<file path="src/tpps_pkg.sv">
package tpps_pkg;

	// ************************************************************
	// Sizes
	// ************************************************************
	localparam int TPPS_NMOD = 3;
	localparam int TPPS_CW = 12;

	// ************************************************************
	// Byte address map: address bit 0 selects the high byte
	// ************************************************************
	localparam int TPPS_HI_BIT = 0;
	localparam logic [3:0] TPPS_IDX_SA = 4'h0;
	localparam logic [3:0] TPPS_IDX_RA = 4'h3;
	localparam logic [3:0] TPPS_IDX_SB = 4'h6;
	localparam logic [3:0] TPPS_IDX_RB = 4'h9;
	localparam logic [3:0] TPPS_IDX_CNT = 4'ha;
	localparam logic [3:0] TPPS_IDX_OCFG = 4'hb;
	localparam logic [3:0] TPPS_IDX_OMAT = 4'hc;

	// Output bit fields: output A of module m at m, output B at m+3
	localparam int TPPS_FLD_A = 0;
	localparam int TPPS_FLD_B = 3;

	// ************************************************************
	// Reset values
	// ************************************************************
	localparam logic [11:0] TPPS_CMP_RST = 12'h000;
	localparam logic [7:0] TPPS_BYTE_RST = 8'h00;
	localparam logic [5:0] TPPS_OUT_RST = 6'h00;

	// ************************************************************
	// Prescaler: terminal counts for divide by 1, 4, 32, 256
	// ************************************************************
	localparam logic [7:0] TPPS_DIV1_LIM = 8'h00;
	localparam logic [7:0] TPPS_DIV4_LIM = 8'h03;
	localparam logic [7:0] TPPS_DIV32_LIM = 8'h1f;
	localparam logic [7:0] TPPS_DIV256_LIM = 8'hff;

	// ************************************************************
	// Types
	// ************************************************************
	typedef enum logic {
		TPPS_ONE_RAMP = 1'b0,
		TPPS_CENTER = 1'b1
	} tpps_mode_e;

	typedef enum logic {
		TPPS_DOWN = 1'b0,
		TPPS_UP = 1'b1
	} tpps_ramp_e;

	// Register slot hit: index equals base plus module number
	function automatic logic tpps_hit(input logic [3:0] idx,
		input logic [3:0] base, input int m);
		tpps_hit = (idx == 4'(base + 4'(m)));
	endfunction

endpackage

</file>
<file path="src/tpps_prescale.sv">
`timescale 1ns/1ps
module tpps_prescale
	import tpps_pkg::*;
(
	input wire logic clk,
	input wire logic rst_n,
	input wire logic pll_tick,
	input wire logic io_tick,
	input wire logic clock_source_select,
	input wire logic [1:0] clock_prescale_field,
	output logic pwm_tick
);

	logic src_tick;
	logic [7:0] lim;
	logic [7:0] div_reg;

	// Source pick and terminal count
	always_comb begin
		src_tick = clock_source_select ? pll_tick : io_tick;
		case (clock_prescale_field)
			2'h0: lim = TPPS_DIV1_LIM;
			2'h1: lim = TPPS_DIV4_LIM;
			2'h2: lim = TPPS_DIV32_LIM;
			default: lim = TPPS_DIV256_LIM;
		endcase
	end

	// Divider; >= so a smaller ratio mid-count cannot run away
	always_ff @(posedge clk or negedge rst_n) begin
		if (!rst_n) begin
			div_reg <= TPPS_BYTE_RST;
			pwm_tick <= 1'b0;
		end else begin
			pwm_tick <= 1'b0;
			if (src_tick) begin
				if (div_reg >= lim) begin
					div_reg <= TPPS_BYTE_RST;
					pwm_tick <= 1'b1;
				end else begin
					div_reg <= div_reg + 8'h01;
				end
			end
		end
	end

endmodule

</file>
<file path="src/tpps_stage.sv">
`timescale 1ns/1ps
// What this block does
// - One shared 8-bit high-byte staging register
// - Low-byte write loads staged high plus low
// - Low-byte read copies high byte into staging
// - 12-bit counter runs up to reset B
// - Three modules, each with outputs A and B
// - Cycle ends after sub-cycle B; changes follow
// - One mode setting drives all generators
// - Center mode counts down then up
// - One-ramp frequency is twice center frequency
// - One-ramp A: on reset-set, dead set+1
// - One-ramp B: on reset-set, dead setB-resetA
// - One-ramp overlap only without protection
// - Center mode on-times and dead time as given
// - Center cycle is twice reset B plus two
// - Center mode ignores reset A compare
// - Center mode aligns A on cycle center, B on cycle end
// - New value set applies together at cycle end
// - Halt, reload values, restart fresh cycle
// - Lock set blocks cycle-end transfer until released
// - Lock covers config, matrix, set A, B, reset B
// - Protection keeps A and B never both active
// - Clock from PLL or I/O, divided 1/4/32/256
// - Each module interrupts on counter reload
module tpps_stage
	import tpps_pkg::*;
(
	input wire logic clk,
	input wire logic rst_n,
	input wire logic pll_tick,
	input wire logic io_tick,
	input wire logic clock_source_select,
	input wire logic [1:0] clock_prescale_field,
	input wire logic run,
	input wire logic lock,
	input wire logic center_mode,
	input wire logic [2:0] overlap_enable_bit,
	input wire logic [4:0] cpu_addr,
	input wire logic cpu_wr,
	input wire logic cpu_rd,
	input wire logic [7:0] cpu_wdata,
	output logic [7:0] cpu_rdata,
	output logic [2:0] drive_output_a,
	output logic [2:0] drive_output_b,
	output logic [2:0] module_irq
);

	// ************************************************************
	// Declarations
	// ************************************************************
	logic [7:0] stage_reg;
	logic [2:0][11:0] sa_sh_reg;
	logic [2:0][11:0] sb_sh_reg;
	logic [2:0][11:0] ra_reg;
	logic [11:0] rb_sh_reg;
	logic [5:0] ocfg_sh_reg;
	logic [5:0] omat_sh_reg;
	logic [2:0][11:0] sa_act_reg;
	logic [2:0][11:0] sb_act_reg;
	logic [11:0] rb_act_reg;
	logic [5:0] ocfg_act_reg;
	logic [5:0] omat_act_reg;
	tpps_mode_e mode_act_reg;
	tpps_mode_e mode_next;
	tpps_ramp_e ramp_reg;
	logic [11:0] cnt_reg;
	logic [11:0] rb_next;
	logic [11:0] sel_word;
	logic [3:0] idx;
	logic hi;
	logic wr_lo;
	logic rd_lo;
	logic pwm_tick;
	logic at_top;
	logic cycle_end;
	logic load;
	wire logic [2:0] a_raw;
	wire logic [2:0] b_raw;
	wire logic [2:0] b_prot;

	// ************************************************************
	// Pwm clock
	// ************************************************************

	// Prescaled tick; all counting advances only on it
	tpps_prescale u_prescale (
		.clk(clk),
		.rst_n(rst_n),
		.pll_tick(pll_tick),
		.io_tick(io_tick),
		.clock_source_select(clock_source_select),
		.clock_prescale_field(clock_prescale_field),
		.pwm_tick(pwm_tick)
	);

	// ************************************************************
	// Byte access decode
	// ************************************************************
	assign idx = cpu_addr[4:1];
	assign hi = cpu_addr[TPPS_HI_BIT];
	assign wr_lo = cpu_wr & ~hi;
	assign rd_lo = cpu_rd & ~hi;

	// Word selected for a read; unmapped slots read zero
	always_comb begin
		sel_word = TPPS_CMP_RST;
		for (int m = 0; m < TPPS_NMOD; m++) begin
			if (tpps_hit(idx, TPPS_IDX_SA, m))
				sel_word = sa_sh_reg[m];
			if (tpps_hit(idx, TPPS_IDX_RA, m))
				sel_word = ra_reg[m];
			if (tpps_hit(idx, TPPS_IDX_SB, m))
				sel_word = sb_sh_reg[m];
		end
		if (idx == TPPS_IDX_RB)
			sel_word = rb_sh_reg;
		if (idx == TPPS_IDX_CNT)
			sel_word = cnt_reg;
		if (idx == TPPS_IDX_OCFG)
			sel_word = {6'h00, ocfg_sh_reg};
		if (idx == TPPS_IDX_OMAT)
			sel_word = {6'h00, omat_sh_reg};
	end

	// Shared staging byte; high write fills it, low read loads it
	always_ff @(posedge clk or negedge rst_n) begin
		if (!rst_n) begin
			stage_reg <= TPPS_BYTE_RST;
		end else if (cpu_wr && hi) begin
			stage_reg <= cpu_wdata;
		end else if (rd_lo) begin
			stage_reg <= {4'h0, sel_word[11:8]};
		end
	end

	// Read data: low byte live, high byte from staging
	always_ff @(posedge clk or negedge rst_n) begin
		if (!rst_n) begin
			cpu_rdata <= TPPS_BYTE_RST;
		end else if (cpu_rd) begin
			cpu_rdata <= hi ? stage_reg : sel_word[7:0];
		end
	end

	// ************************************************************
	// Written values
	// ************************************************************

	// Low write commits staged high and written low in one cycle
	always_ff @(posedge clk or negedge rst_n) begin
		if (!rst_n) begin
			sa_sh_reg <= '0;
			sb_sh_reg <= '0;
			ra_reg <= '0;
			rb_sh_reg <= TPPS_CMP_RST;
			ocfg_sh_reg <= TPPS_OUT_RST;
			omat_sh_reg <= TPPS_OUT_RST;
		end else if (wr_lo) begin
			for (int m = 0; m < TPPS_NMOD; m++) begin
				if (tpps_hit(idx, TPPS_IDX_SA, m))
					sa_sh_reg[m] <= {stage_reg[3:0], cpu_wdata};
				if (tpps_hit(idx, TPPS_IDX_RA, m))
					ra_reg[m] <= {stage_reg[3:0], cpu_wdata};
				if (tpps_hit(idx, TPPS_IDX_SB, m))
					sb_sh_reg[m] <= {stage_reg[3:0], cpu_wdata};
			end
			if (idx == TPPS_IDX_RB)
				rb_sh_reg <= {stage_reg[3:0], cpu_wdata};
			if (idx == TPPS_IDX_OCFG)
				ocfg_sh_reg <= cpu_wdata[5:0];
			if (idx == TPPS_IDX_OMAT)
				omat_sh_reg <= cpu_wdata[5:0];
		end
	end

	// ************************************************************
	// Cycle end and update
	// ************************************************************

	// Cycle closes at top of the last ramp, i.e. end of part B
	assign at_top = (cnt_reg >= rb_act_reg);
	assign cycle_end = run & pwm_tick & at_top &
		((mode_act_reg == TPPS_ONE_RAMP) | (ramp_reg == TPPS_UP));

	// Stopped: follow written values so a restart uses them at once
	assign load = ~run | (cycle_end & ~lock);

	assign mode_next = load ? tpps_mode_e'(center_mode) : mode_act_reg;
	assign rb_next = load ? rb_sh_reg : rb_act_reg;

	// Whole set moves together; reset A is not part of it
	always_ff @(posedge clk or negedge rst_n) begin
		if (!rst_n) begin
			sa_act_reg <= '0;
			sb_act_reg <= '0;
			rb_act_reg <= TPPS_CMP_RST;
			ocfg_act_reg <= TPPS_OUT_RST;
			omat_act_reg <= TPPS_OUT_RST;
			mode_act_reg <= TPPS_ONE_RAMP;
		end else if (load) begin
			sa_act_reg <= sa_sh_reg;
			sb_act_reg <= sb_sh_reg;
			rb_act_reg <= rb_sh_reg;
			ocfg_act_reg <= ocfg_sh_reg;
			omat_act_reg <= omat_sh_reg;
			mode_act_reg <= mode_next;
		end
	end

	// ************************************************************
	// Counter
	// ************************************************************

	// Center mode holds 0 and top for one tick each so a cycle
	// is 2*(top+1); one-ramp is top+1, hence double frequency
	always_ff @(posedge clk or negedge rst_n) begin
		if (!rst_n) begin
			cnt_reg <= TPPS_CMP_RST;
			ramp_reg <= TPPS_DOWN;
		end else if (!run) begin
			cnt_reg <= center_mode ? rb_sh_reg : TPPS_CMP_RST;
			ramp_reg <= TPPS_DOWN;
		end else if (cycle_end) begin
			cnt_reg <= (mode_next == TPPS_CENTER) ? rb_next : TPPS_CMP_RST;
			ramp_reg <= TPPS_DOWN;
		end else if (pwm_tick) begin
			case (mode_act_reg)
				TPPS_ONE_RAMP: begin
					cnt_reg <= cnt_reg + 12'h001;
				end
				TPPS_CENTER: begin
					case (ramp_reg)
						TPPS_DOWN: begin
							if (cnt_reg == TPPS_CMP_RST)
								ramp_reg <= TPPS_UP;
							else
								cnt_reg <= cnt_reg - 12'h001;
						end
						TPPS_UP: begin
							cnt_reg <= cnt_reg + 12'h001;
						end
						default: begin
							ramp_reg <= TPPS_DOWN;
						end
					endcase
				end
				default: begin
					cnt_reg <= TPPS_CMP_RST;
				end
			endcase
		end
	end

	// ************************************************************
	// Waveform generators
	// ************************************************************

	// One generator pair per module
	for (genvar m = 0; m < TPPS_NMOD; m++) begin : g_mod
		// One-ramp: A after set A up to reset A, B after set B to top
		// Center: A below set A, B from set B up; reset A unused
		assign a_raw[m] = (mode_act_reg == TPPS_CENTER) ?
			(cnt_reg < sa_act_reg[m]) :
			((cnt_reg > sa_act_reg[m]) && (cnt_reg <= ra_reg[m]));
		assign b_raw[m] = (mode_act_reg == TPPS_CENTER) ?
			(cnt_reg >= sb_act_reg[m]) :
			((cnt_reg > sb_act_reg[m]) && (cnt_reg <= rb_act_reg));
		// A wins; overlap only when the module's bit allows it
		assign b_prot[m] = b_raw[m] &
			~(a_raw[m] & ~overlap_enable_bit[m]);
	end

	// Outputs registered; idle and disabled outputs sit inactive
	always_ff @(posedge clk or negedge rst_n) begin
		if (!rst_n) begin
			drive_output_a <= 3'h0;
			drive_output_b <= 3'h0;
		end else begin
			drive_output_a <= (a_raw & ocfg_act_reg[2:0] & {3{run}}) ^
				omat_act_reg[2:0];
			drive_output_b <= (b_prot & ocfg_act_reg[5:3] & {3{run}}) ^
				omat_act_reg[5:3];
		end
	end

	// Reload request, one pulse per module per cycle
	always_ff @(posedge clk or negedge rst_n) begin
		if (!rst_n)
			module_irq <= 3'h0;
		else
			module_irq <= {3{cycle_end}};
	end
endmodule

</file>
<file path="config.mk">
export PLATFORM = sky130hd
export DESIGN_NAME = tpps_stage
export DESIGN_NICKNAME = d
export VERILOG_FILES = /design/src/tpps_pkg.sv /design/src/tpps_prescale.sv /design/src/tpps_stage.sv
export SDC_FILE = /design/constraint.sdc
export NUM_CORES = 1
export LEC_CHECK = 0
export BUFFER_PORTS_ARGS = -buffer_cell sky130_fd_sc_hd__buf_2
export CELL_PAD_IN_SITES_DETAIL_PLACEMENT = 1
export CELL_PAD_IN_SITES_GLOBAL_PLACEMENT = 1
export CORE_MARGIN = 5
export CORE_UTILIZATION = 40
export DETAILED_ROUTE_END_ITERATION = 8
export PLACE_DENSITY = 0.73
export SKIP_LAST_GASP = 1
export SYNTH_ARGS = -nofsm -noshare
export SYNTH_HDL_FRONTEND = slang
export SYNTH_SLANG_ARGS = --single-unit
</file>
<file path="constraint.sdc">
create_clock -name clk -period 7.1 [get_ports clk]
set_input_delay 0 -clock clk [delete_from_list [all_inputs] [get_ports clk]]
set_output_delay 0 -clock clk [all_outputs]
set_load 0.01 [all_outputs]
</file>
-- Word level (Yosys, flattened, before mapping)
Index checks and enable logic that the tools add are counted.
- word-level logic and storage cells: 168
- flip-flop bits (word level): 274
- output and inout port bits: 17
- input bits: 28
- eq/ne operators: 17
- bitwise operators: 31
- $lt $le $gt $ge: 18
- add/subtract/negate cells: 3
- reduce and logical (&&, ||, !) cells: 25
- mux-type cells: 43
- operators by type and width (cell ; number):
    $mux 12 ; 20
    $gt 12x12->1 ; 6
    $ge 12x12->1 ; 4
    $le 12x12->1 ; 4
    $pmux 12 s2 ; 2
    $lt 12x12->1 ; 3
    $mux 8 ; 4
    $reduce_and 2->1 ; 14
    $pmux 8 s3 ; 1
    $eq 4x4->1 const B ; 5
    $eq 4x3->1 const B ; 4
    $mux 1 ; 16
    $add 12x1->12 const B ; 1
    $and 1x1->1 ; 12
    $and 3x3->3 ; 4
    $logic_not 12->1 ; 1
    $sub 12x1->12 const B ; 1
    $not 1->1 ; 11
    $add 8x1->8 const B ; 1
    $eq 4x2->1 const B ; 2
    $ge 8x8->1 ; 1
    $logic_and 1x1->1 ; 7
    $ne 3x1->1 const B ; 2
    $xor 3x3->3 ; 2
    other kinds (8) ; 9

-- Longest topological paths before layout
Gate-level depths: netlist (run 1).
- word-level depth: 16
- mapped depth: 11
- gate-level depth less buffers: 10

-- By module
A second synthesis (run 1) with hierarchy kept.
- cells, all modules: 1620
- area, all modules: 16080.4 µm²
- by module, submodules not included (module ; area an instance (µm²) ; times used ; sequential area each (µm²) ; cells each):
    tpps_stage ; 15418.5 ; 1 ; 6631.4 ; 1547
    tpps_prescale ; 661.9 ; 1 ; 225.2 ; 73

-- Least setup slack after synthesis (run 1)
OpenSTA, ideal clock, no wires.
- kind: register -> register
- from: register cnt_reg[6]
- to: register cnt_reg[2]
- period minus slack after synthesis: 2.580 ns
- arrival time: 2.459 ns
- setup time: 0.121 ns
- path buffers: 0
- path slack: 4.520 ns
- cell stages (with the launch flop): 9
- data required time: 6.979 ns
- cells stage by stage: dfrtp_1 > ha_1 > nand2_1 > o21a_1 > o211a_1 > o211ai_2 > mux2_2 > a221o_1 > o22a_1
- cells in the longest elaborated chain, start to end: 9
- elaborated cells between the ends (all ways): 14
- those cells by class: order compare: 1; eq/ne: 2; mux: 5; bitwise: 4; reduce/logical: 2
- ends and longest elaborated chain (what ; RTL line ; source):
    from (decl) ; tpps_stage.sv:67 ; logic [11:0] cnt_reg;
    from (signal assigned) ; tpps_stage.sv:222 ; cnt_reg <= center_mode ? rb_sh_reg : TPPS_CMP_RST;
    from (signal assigned) ; tpps_stage.sv:225 ; cnt_reg <= (mode_next == TPPS_CENTER) ? rb_next : TPPS_CMP_RST;
    from (signal assigned) ; tpps_stage.sv:230 ; cnt_reg <= cnt_reg + 12'h001;
    $ge 12x12->1 ; tpps_stage.sv:182 ; assign at_top = (cnt_reg >= rb_act_reg);
    $and 1x1->1 (2 in series) ; tpps_stage.sv:183 ; assign cycle_end = run & pwm_tick & at_top &
    $and 1x1->1 ; tpps_stage.sv:187 ; assign load = ~run | (cycle_end & ~lock);
    $or 1x1->1 ; tpps_stage.sv:187 ;
    $mux 12 ; -- ;
    via rb_next[2] ; tpps_stage.sv:68 ; logic [11:0] rb_next;
    $mux 12 ; tpps_stage.sv:225 ;
    $mux 12 ; tpps_stage.sv:224 ; end else if (cycle_end) begin
    $mux 12 ; tpps_stage.sv:221 ; end else if (!run) begin
The timed path passes the listed nets, and every way through them passes these cells.
A chain may end at the register's enable or synchronous reset.

-- Worst setup path after layout (run 1)
- from: register cnt_reg[9]
- to: register cnt_reg[0]
Same word-level chain as after synthesis.

==> results of run 1 <==
==> cells by family after synthesis <==
kind of cell / Yosys count / synth area share (%)
xor gates and xnor gates: 13 / 0.7154
adders and majority gates: 132 / 10.38
and+or+nand+nor: 388 / 12.02
muxes: 181 / 12.69
AOI/OAI and AO/OA: 385 / 15.28
buffers and inverters: 219 / 5.833
DFF: 274 / 43.08
==> cell type report <==
type / count / area, µm² / share of cell area, %
Antenna cell: 1 / 2.502 / 0.01408
Timing Repair Buffer: 86 / 613.1 / 3.449
Tap cell: 525 / 656.9 / 3.696
Clock inverter: 8 / 96.34 / 0.5420
Multi-Input combinational cell: 1099 / 8139 / 45.79
Sequential cell: 274 / 6857 / 38.58
Clock buffer: 45 / 908.4 / 5.111
Inverter: 133 / 501.7 / 2.823
==> repair_timing <==
action                                 4_1_cts  5_1_grt
endpoints found under the hold margin      220        0
hold buffers                                22        0
setup buffers                                0        0
==> metrics by stage <==
stage          power (mW)  utilization (%)  std cells
2_1_floorplan       3.138                -       1592
3_3_place_gp        3.672            41.84       2095
3_5_place_dp        3.772            41.84       2095
4_1_cts             5.419            44.94       2170
5_1_grt             5.705            44.94       2170
6_report            5.408            44.94       2171
==> critical path, delay by kind of cell, from the launching register on <==
family | cells | cell delay (ns)
muxes | 1 | 0.43
adders and majority gates | 1 | 0.47
and+or+nand+nor | 2 | 0.36
AOI/OAI and AO/OA | 3 | 0.67
buffers and inverters | 2 | 1.14
DFF | 1 | 0.70
==> synthesized netlist by cell type, types with 4 or more instances <==
cell type,count,area share (%)
a211o_1,6,0.33
a222oi_1,6,0.38
a21oi_1,90,2.8
nand4_1,30,1.2
o21ai_0,117,3.7
a21boi_0,4,0.19
and3_1,8,0.31
nand2b_1,17,0.67
and2_1,9,0.35
nand3_1,42,1.3
or2_2,4,0.16
a2bb2oi_1,5,0.28
a211oi_1,5,0.24
nand2_1,144,3.4
o221ai_1,8,0.44
mux2_2,161,11
xor2_1,6,0.33
inv_1,130,3.1
a311oi_1,6,0.33
a221o_1,10,0.63
mux2_1,5,0.35
nor2b_1,15,0.59
ha_1,132,10
o21a_1,6,0.28
a21o_1,18,0.85
mux2i_1,15,0.94
nor3_1,30,0.94
clkbuf_1,35,0.83
nor3b_1,4,0.19
a22o_1,4,0.22
nor4_1,4,0.16
buf_4,15,0.71
buf_2,32,1.0
dfrtp_1,274,43
o21ai_1,22,0.69
xnor2_1,7,0.39
a221oi_1,9,0.50
o211ai_1,14,0.66
nor2_1,60,1.4
a31oi_1,16,0.63
a22oi_1,10,0.47
==> layer usage <==
| metal | global-route usage (%) | vias up | wire [µm] |
|---|---|---|---|
| li1 | - | 5785 | - |
| met1 | 33.57 | 6657 | 23910 |
| met2 | 39.10 | 438 | 24900 |
| met3 | 3.543 | 120 | 3505 |
| met4 | 9.946 | 4 | 2364 |
| met5 | 0 | - | 19 |
==> power by group through the flow <==
| stage | Sequential (mW) | Clock (mW) | Combinational [mW] |
|---|---|---|---|
| global placement | 2.15 | 0 | 1.52 |
| finish | 2.15 | 1.62 | 1.64 |
| detailed placement | 2.16 | 0 | 1.61 |
| global route | 2.17 | 1.71 | 1.82 |
| floorplan | 2.06 | 0 | 1.08 |
| CTS | 2.14 | 1.64 | 1.64 |
==> final timing paths <==
check / start / end / slack [ns] / depth (start not counted)
worst max-delay path: cnt_reg[9]$_DFFE_PN0P_ / cnt_reg[0]$_DFFE_PN0P_ / 3.14 / 9
worst min-delay path: pll_tick / u_prescale.div_reg[1]$_DFFE_PN0P_ / 0.02 / 3
worst max register to register: cnt_reg[9]$_DFFE_PN0P_ / cnt_reg[0]$_DFFE_PN0P_ / 3.14 / 9
worst min register to register: omat_act_reg[4]$_DFFE_PN0N_ / drive_output_b[1]$_DFF_PN0_ / 0.49 / 1
max in group asynchronous: rst_n / sb_sh_reg[21]$_DFFE_PN0P_ / 5.56 / 3
min in group asynchronous: rst_n / sb_sh_reg[1]$_DFFE_PN0P_ / 0.04 / 2
==> flow_summary.toml, run 1 <==
[sta]
fin_crit_sh_pct = 55.76
timing.final.setup_violations = 0
tightest_slew_ns = 1.198
report.final.slew_viol_count = 0
setup_slack_ns = 3.141
final.setup.tns_ns = 0
maxClockFrequency_ghz = 0.2526
report.final.hold_viol_count = 0
finalHoldWorstSlack_ns = 0.02313
timing.clock.skew_ns = 0.008249
period_needed_ns = 3.959
rsz0062_at_grt = "false"
max_slew_headroom_at_the_worst_pin_pct = 19.24

[layout]
final_net_count = 1785
layout_commonest_cell = "dfrtp_1"
areaGrowthSynthToFinish_pct = 11.68
drive_gt1_share_pct = 17.75
layout.cells.most_common_list = "dfrtp_1, mux2_2, nand2_1, ha_1, inv_1"
stdcell_area_um2 = 17770
fillerInstances = 4417

[cts]
clk-insertion-delay-late_ns = 0.59
tritoncts = "yes"
h-tree-depth = 1
clock_sink_count = 274
clk_transition_reported_paths_ns = 0.06
clock_root_buffer = "clkbuf_16"
inserted_clock_buffers = 31
clockBufferDepth = 3
ctsResizeCount = 0

[grt]
globalRouteTotalUtil_pct = 24.47
grt_pass1_wl_um = 83630
grt_start_max_net_pins = 173
via_count_of_the_first_global_routing_pass = 13860
grt_overflow = 0
antenna_violations_before_repair = 3

[yosys]
synth_edf_count = 0
post_synth_num_cell_types = 78
ys_dominant_reg_cell = "dfrtp_1"
synthesis.yosys.warnings = 0
synthArstFlopShare_pct = 100.0
postSynthNetCount = 1752
netlist_area_um2 = 15920
seq_area_frac_synth_pct = 43.08
syn-instance-count = 1592
synth_seq_cells = 274
avgSynthCellArea_um2 = 9.997

[place]
dpl_cell_area_um2 = 16550
place_congestion = 0.9094
io_buffers = 44
detailedPlace.worstSlack_ns = 3.192
dpl_hpwl_um = 37880

[job]
max_cap_viol_count = 0

[detailed_routing]
vias_after_detailed_routing = 13000
firstDrtPassIters = 5
avgRoutedWirePerCell_um = 25.19
routed_via_density = 5.990
post-route-drc-count = 0
initialDrtViolationCount = 1135
detail_route.wirelength_um = 54690
antenna_violating_nets_post_route = 0

[power]
share_comb_of_total_power_pct = 30.3
power_switching_share_pct = 35.71
clockPowerShare_pct = 29.9
cell_internal_pwr_mw = 3.477
power.share.sequential_pct = 39.8
power.static_leakage_nw = 8.145
ir_worst_vdd_mv = 0.1933
cellPowerDensity_nw_per_um2 = 304.3
net-switching-power_mw = 1.931

[setup_path]
timing.critical_path.mode_cell = "buf_4"
worst_setup_path_start_kind = "flop"
critical_path.cell_chain = "ha_1 -> nand4_1 -> nor2_1 -> o2111ai_1 -> o211ai_4 -> buf_4 -> buf_4 -> mux2_2 -> a221o_1"
worst_ep_required_time_ns = 7.56
crit_arrival_ns = 4.42
critical_path.max_fanout = 83
timing.setup.critical_path_class = "flop to flop"
crit_path_end_kind = "flop"
critical-path-max-stage-delay_ns = 0.74
highest_delay_cell_along_the_critical_path = "buf_4"

[floorplanning]
chipWidth_um = 209.5
die_h_um = 209.5
floorplan.die_area_um2 = 43880
rows = 73
top_level_ports = 45
core_region_area_um2 = 39550
initial_core_util_pct = 40.24

[worst_hold_path]
timing.hold.worst.class = "input pin to flop"

[status]
status = "finished, final reports clean"
Power figures use the tool's default switching activity.
==> inputs of run 2 (changes only) <==
==> constraint.sdc (replaced) <==
create_clock -name clk -period 3.8 [get_ports clk]
set_input_delay 0 -clock clk [delete_from_list [all_inputs] [get_ports clk]]
set_output_delay 0 -clock clk [all_outputs]
set_load 0.01 [all_outputs]
==> flow_summary.toml, run 2 (synthesis gave the netlist of run 1 again) <==
[power]
power_switching_share_pct = 35.66
power.share.sequential_pct = 39.8
net-switching-power_mw = 3.716
share_comb_of_total_power_pct = 28.8
ir_worst_vdd_mv = 0.3510
cellPowerDensity_nw_per_um2 = 581.0
clockPowerShare_pct = 31.4
power.static_leakage_nw = 8.253
cell_internal_pwr_mw = 6.705

[cts]
inserted_clock_buffers = 34
h-tree-depth = 2
clk_transition_reported_paths_ns = 0.06
ctsResizeCount = 0
clockBufferDepth = 3
clock_sink_count = 274
tritoncts = "yes"
clock_root_buffer = "clkbuf_16"
clk-insertion-delay-late_ns = 0.53

[setup_path]
crit_buf_inv = 1
crit_arrival_ns = 3.43
worst_setup_path_start_kind = "flop"
timing.setup.critical_path_class = "flop to flop"
crit_path_end_kind = "flop"
timing.reg2reg.worst_path_depth = 7
critical_path.startpoint = "cnt_reg[5]$_DFFE_PN0P_"
cp_top_family = "compound AO/OA/AOI/OAI gates"
crit_cells = 7
highest_delay_cell_along_the_critical_path = "buf_4"
critical_path.max_fanout = 66
critical-path-max-stage-delay_ns = 0.61
r2r_setup_slack_ns = 0.79
crit-reg2reg-launch = "cnt_reg[5]$_DFFE_PN0P_"
critical_path.cell_chain = "ha_1 -> a21oi_1 -> o21a_1 -> o211a_1 -> o211ai_4 -> buf_4 -> mux2_2"
r2r-end = "ocfg_act_reg[3]$_DFFE_PN0N_"
timing.critical_path.to = "ocfg_act_reg[3]$_DFFE_PN0N_"
worst_ep_required_time_ns = 4.21

[layout]
areaGrowthSynthToFinish_pct = 12.70
layout.cells.most_common_list = "dfrtp_1, mux2_2, nand2_1, ha_1, inv_1"
fillerInstances = 4436
final_cells = 2183
layout_commonest_cell = "dfrtp_1"
drive_gt1_share_pct = 18.94
stdcell_area_um2 = 17940
antenna_cells_inserted = 0
final_net_count = 1795

[sta]
timing.clock.skew_ns = 0.01644
fin_crit_sh_pct = 79.30
report.final.slew_viol_count = 0
final.setup.tns_ns = 0
rsz0062_at_grt = "false"
period_needed_ns = 3.014
finalHoldWorstSlack_ns = 0.01592
report.final.hold_viol_count = 0
tightest_slew_ns = 1.166
maxClockFrequency_ghz = 0.3318
timing.final.setup_violations = 0
setup_slack_ns = 0.7865
max_slew_headroom_at_the_worst_pin_pct = 21.43

[floorplanning]
rows = 73
die_h_um = 209.5
chipWidth_um = 209.5
core_region_area_um2 = 39550
top_level_ports = 45
floorplan.die_area_um2 = 43880
initial_core_util_pct = 40.24

[detailed_routing]
vias_after_detailed_routing = 13030
avgRoutedWirePerCell_um = 26.07
antenna_violating_nets_post_route = 0
initialDrtViolationCount = 1023
firstDrtPassIters = 5
post-route-drc-count = 0
routed_via_density = 5.968
detail_route.wirelength_um = 56910

[place]
place_congestion = 0.9108
io_buffers = 44
detailedPlace.worstSlack_ns = 0.7769
post-place-cells = 2112
dpl_cell_area_um2 = 16700
dpl_hpwl_um = 41730

[status]
status = "finished, final reports clean"

[grt]
antenna_violations_before_repair = 1
grt_overflow = 0
grt_start_max_net_pins = 111
grt_pass1_wl_um = 86490
globalRouteTotalUtil_pct = 25.73
via_count_of_the_first_global_routing_pass = 13700

[worst_hold_path]
timing.hold.worst.class = "input pin to flop"

[job]
max_cap_viol_count = 0
==> run 2: changes by cell type in the layout (fill, tap and decap cells not counted), sizes merged <==
cell         previous run  this run
buf                    64        81
dlygate4sd3            22        12
clkbuf                 45        47
clkinv                  5         7
inv                   133       135
bufinv                  2         3
clkinvlp                1         0
diode                   1         0
==> run 2: layer usage <==
metal	vias up	wire, µm	track usage (%)
met4	2	2140	8.933
li1	5792	-	-
met2	465	25700	40.41
met5	-	13	0
met3	101	4605	6.084
met1	6669	24450	35.05
==> run 2: worst register-to-register path: cells and delay by family, from the launching register on <==
family / cells / cell delay, ns
mux: 1 / 0.46
buf+inv: 1 / 0.61
compound gates: 4 / 0.85
fa+ha+maj: 1 / 0.41
flops: 1 / 0.57
==> run 2: final cells by class <==
type	count	area, µm²	area share, %
Clock buffer	47	959.7	5.350
Multi-Input combinational cell	1099	8139	45.38
Sequential cell	274	6857	38.23
Tap cell	525	656.9	3.662
Clock inverter	12	157.7	0.8789
Inverter	133	501.7	2.797
Timing Repair Buffer	93	665.6	3.711
==> run 2: power by group through the flow <==
stage | registers [mW] | logic [mW] | clock network, mW
after CTS | 4.12 | 3.01 | 3.33
after detailed placement | 4.17 | 2.96 | 0
after floorplan | 3.85 | 2.01 | 0
after global placement | 4.14 | 2.82 | 0
final | 4.15 | 3.01 | 3.27
after global routing | 4.19 | 3.35 | 3.47
==> run 2: per-stage QoR <==
stage,power (mW),utilization (%)
finish,10.42,45.35
global route,11.01,45.35
global placement,6.960,42.23
detailed placement,7.123,42.23
floorplan,5.864,-
CTS,10.46,45.35
==> run 2: how the worst min path moves through the flow <==
stage            startpoint  slack (ns)  cells past startpoint                   endpoint
2_1_floorplan         rst_n       -0.30                      0     cnt_reg[0]$_DFFE_PN0P_
3_3_place_gp          rst_n        0.02                      1      ra_reg[3]$_DFFE_PN0P_
3_5_place_dp          rst_n        0.02                      1  sb_sh_reg[19]$_DFFE_PN0P_
4_1_cts        cpu_wdata[2]       0.004                      2   rb_sh_reg[2]$_DFFE_PN0P_
5_1_grt        cpu_wdata[2]       0.003                      2     ra_reg[26]$_DFFE_PN0P_
6_report       cpu_wdata[2]        0.02                      2     ra_reg[26]$_DFFE_PN0P_
==> run 2: timing repair <==
item / CTS / global route
hold buffers: 12 / 0
setup endpoints to repair: 0 / 0
hold endpoints to repair: 95 / 0
setup buffers: 0 / 0
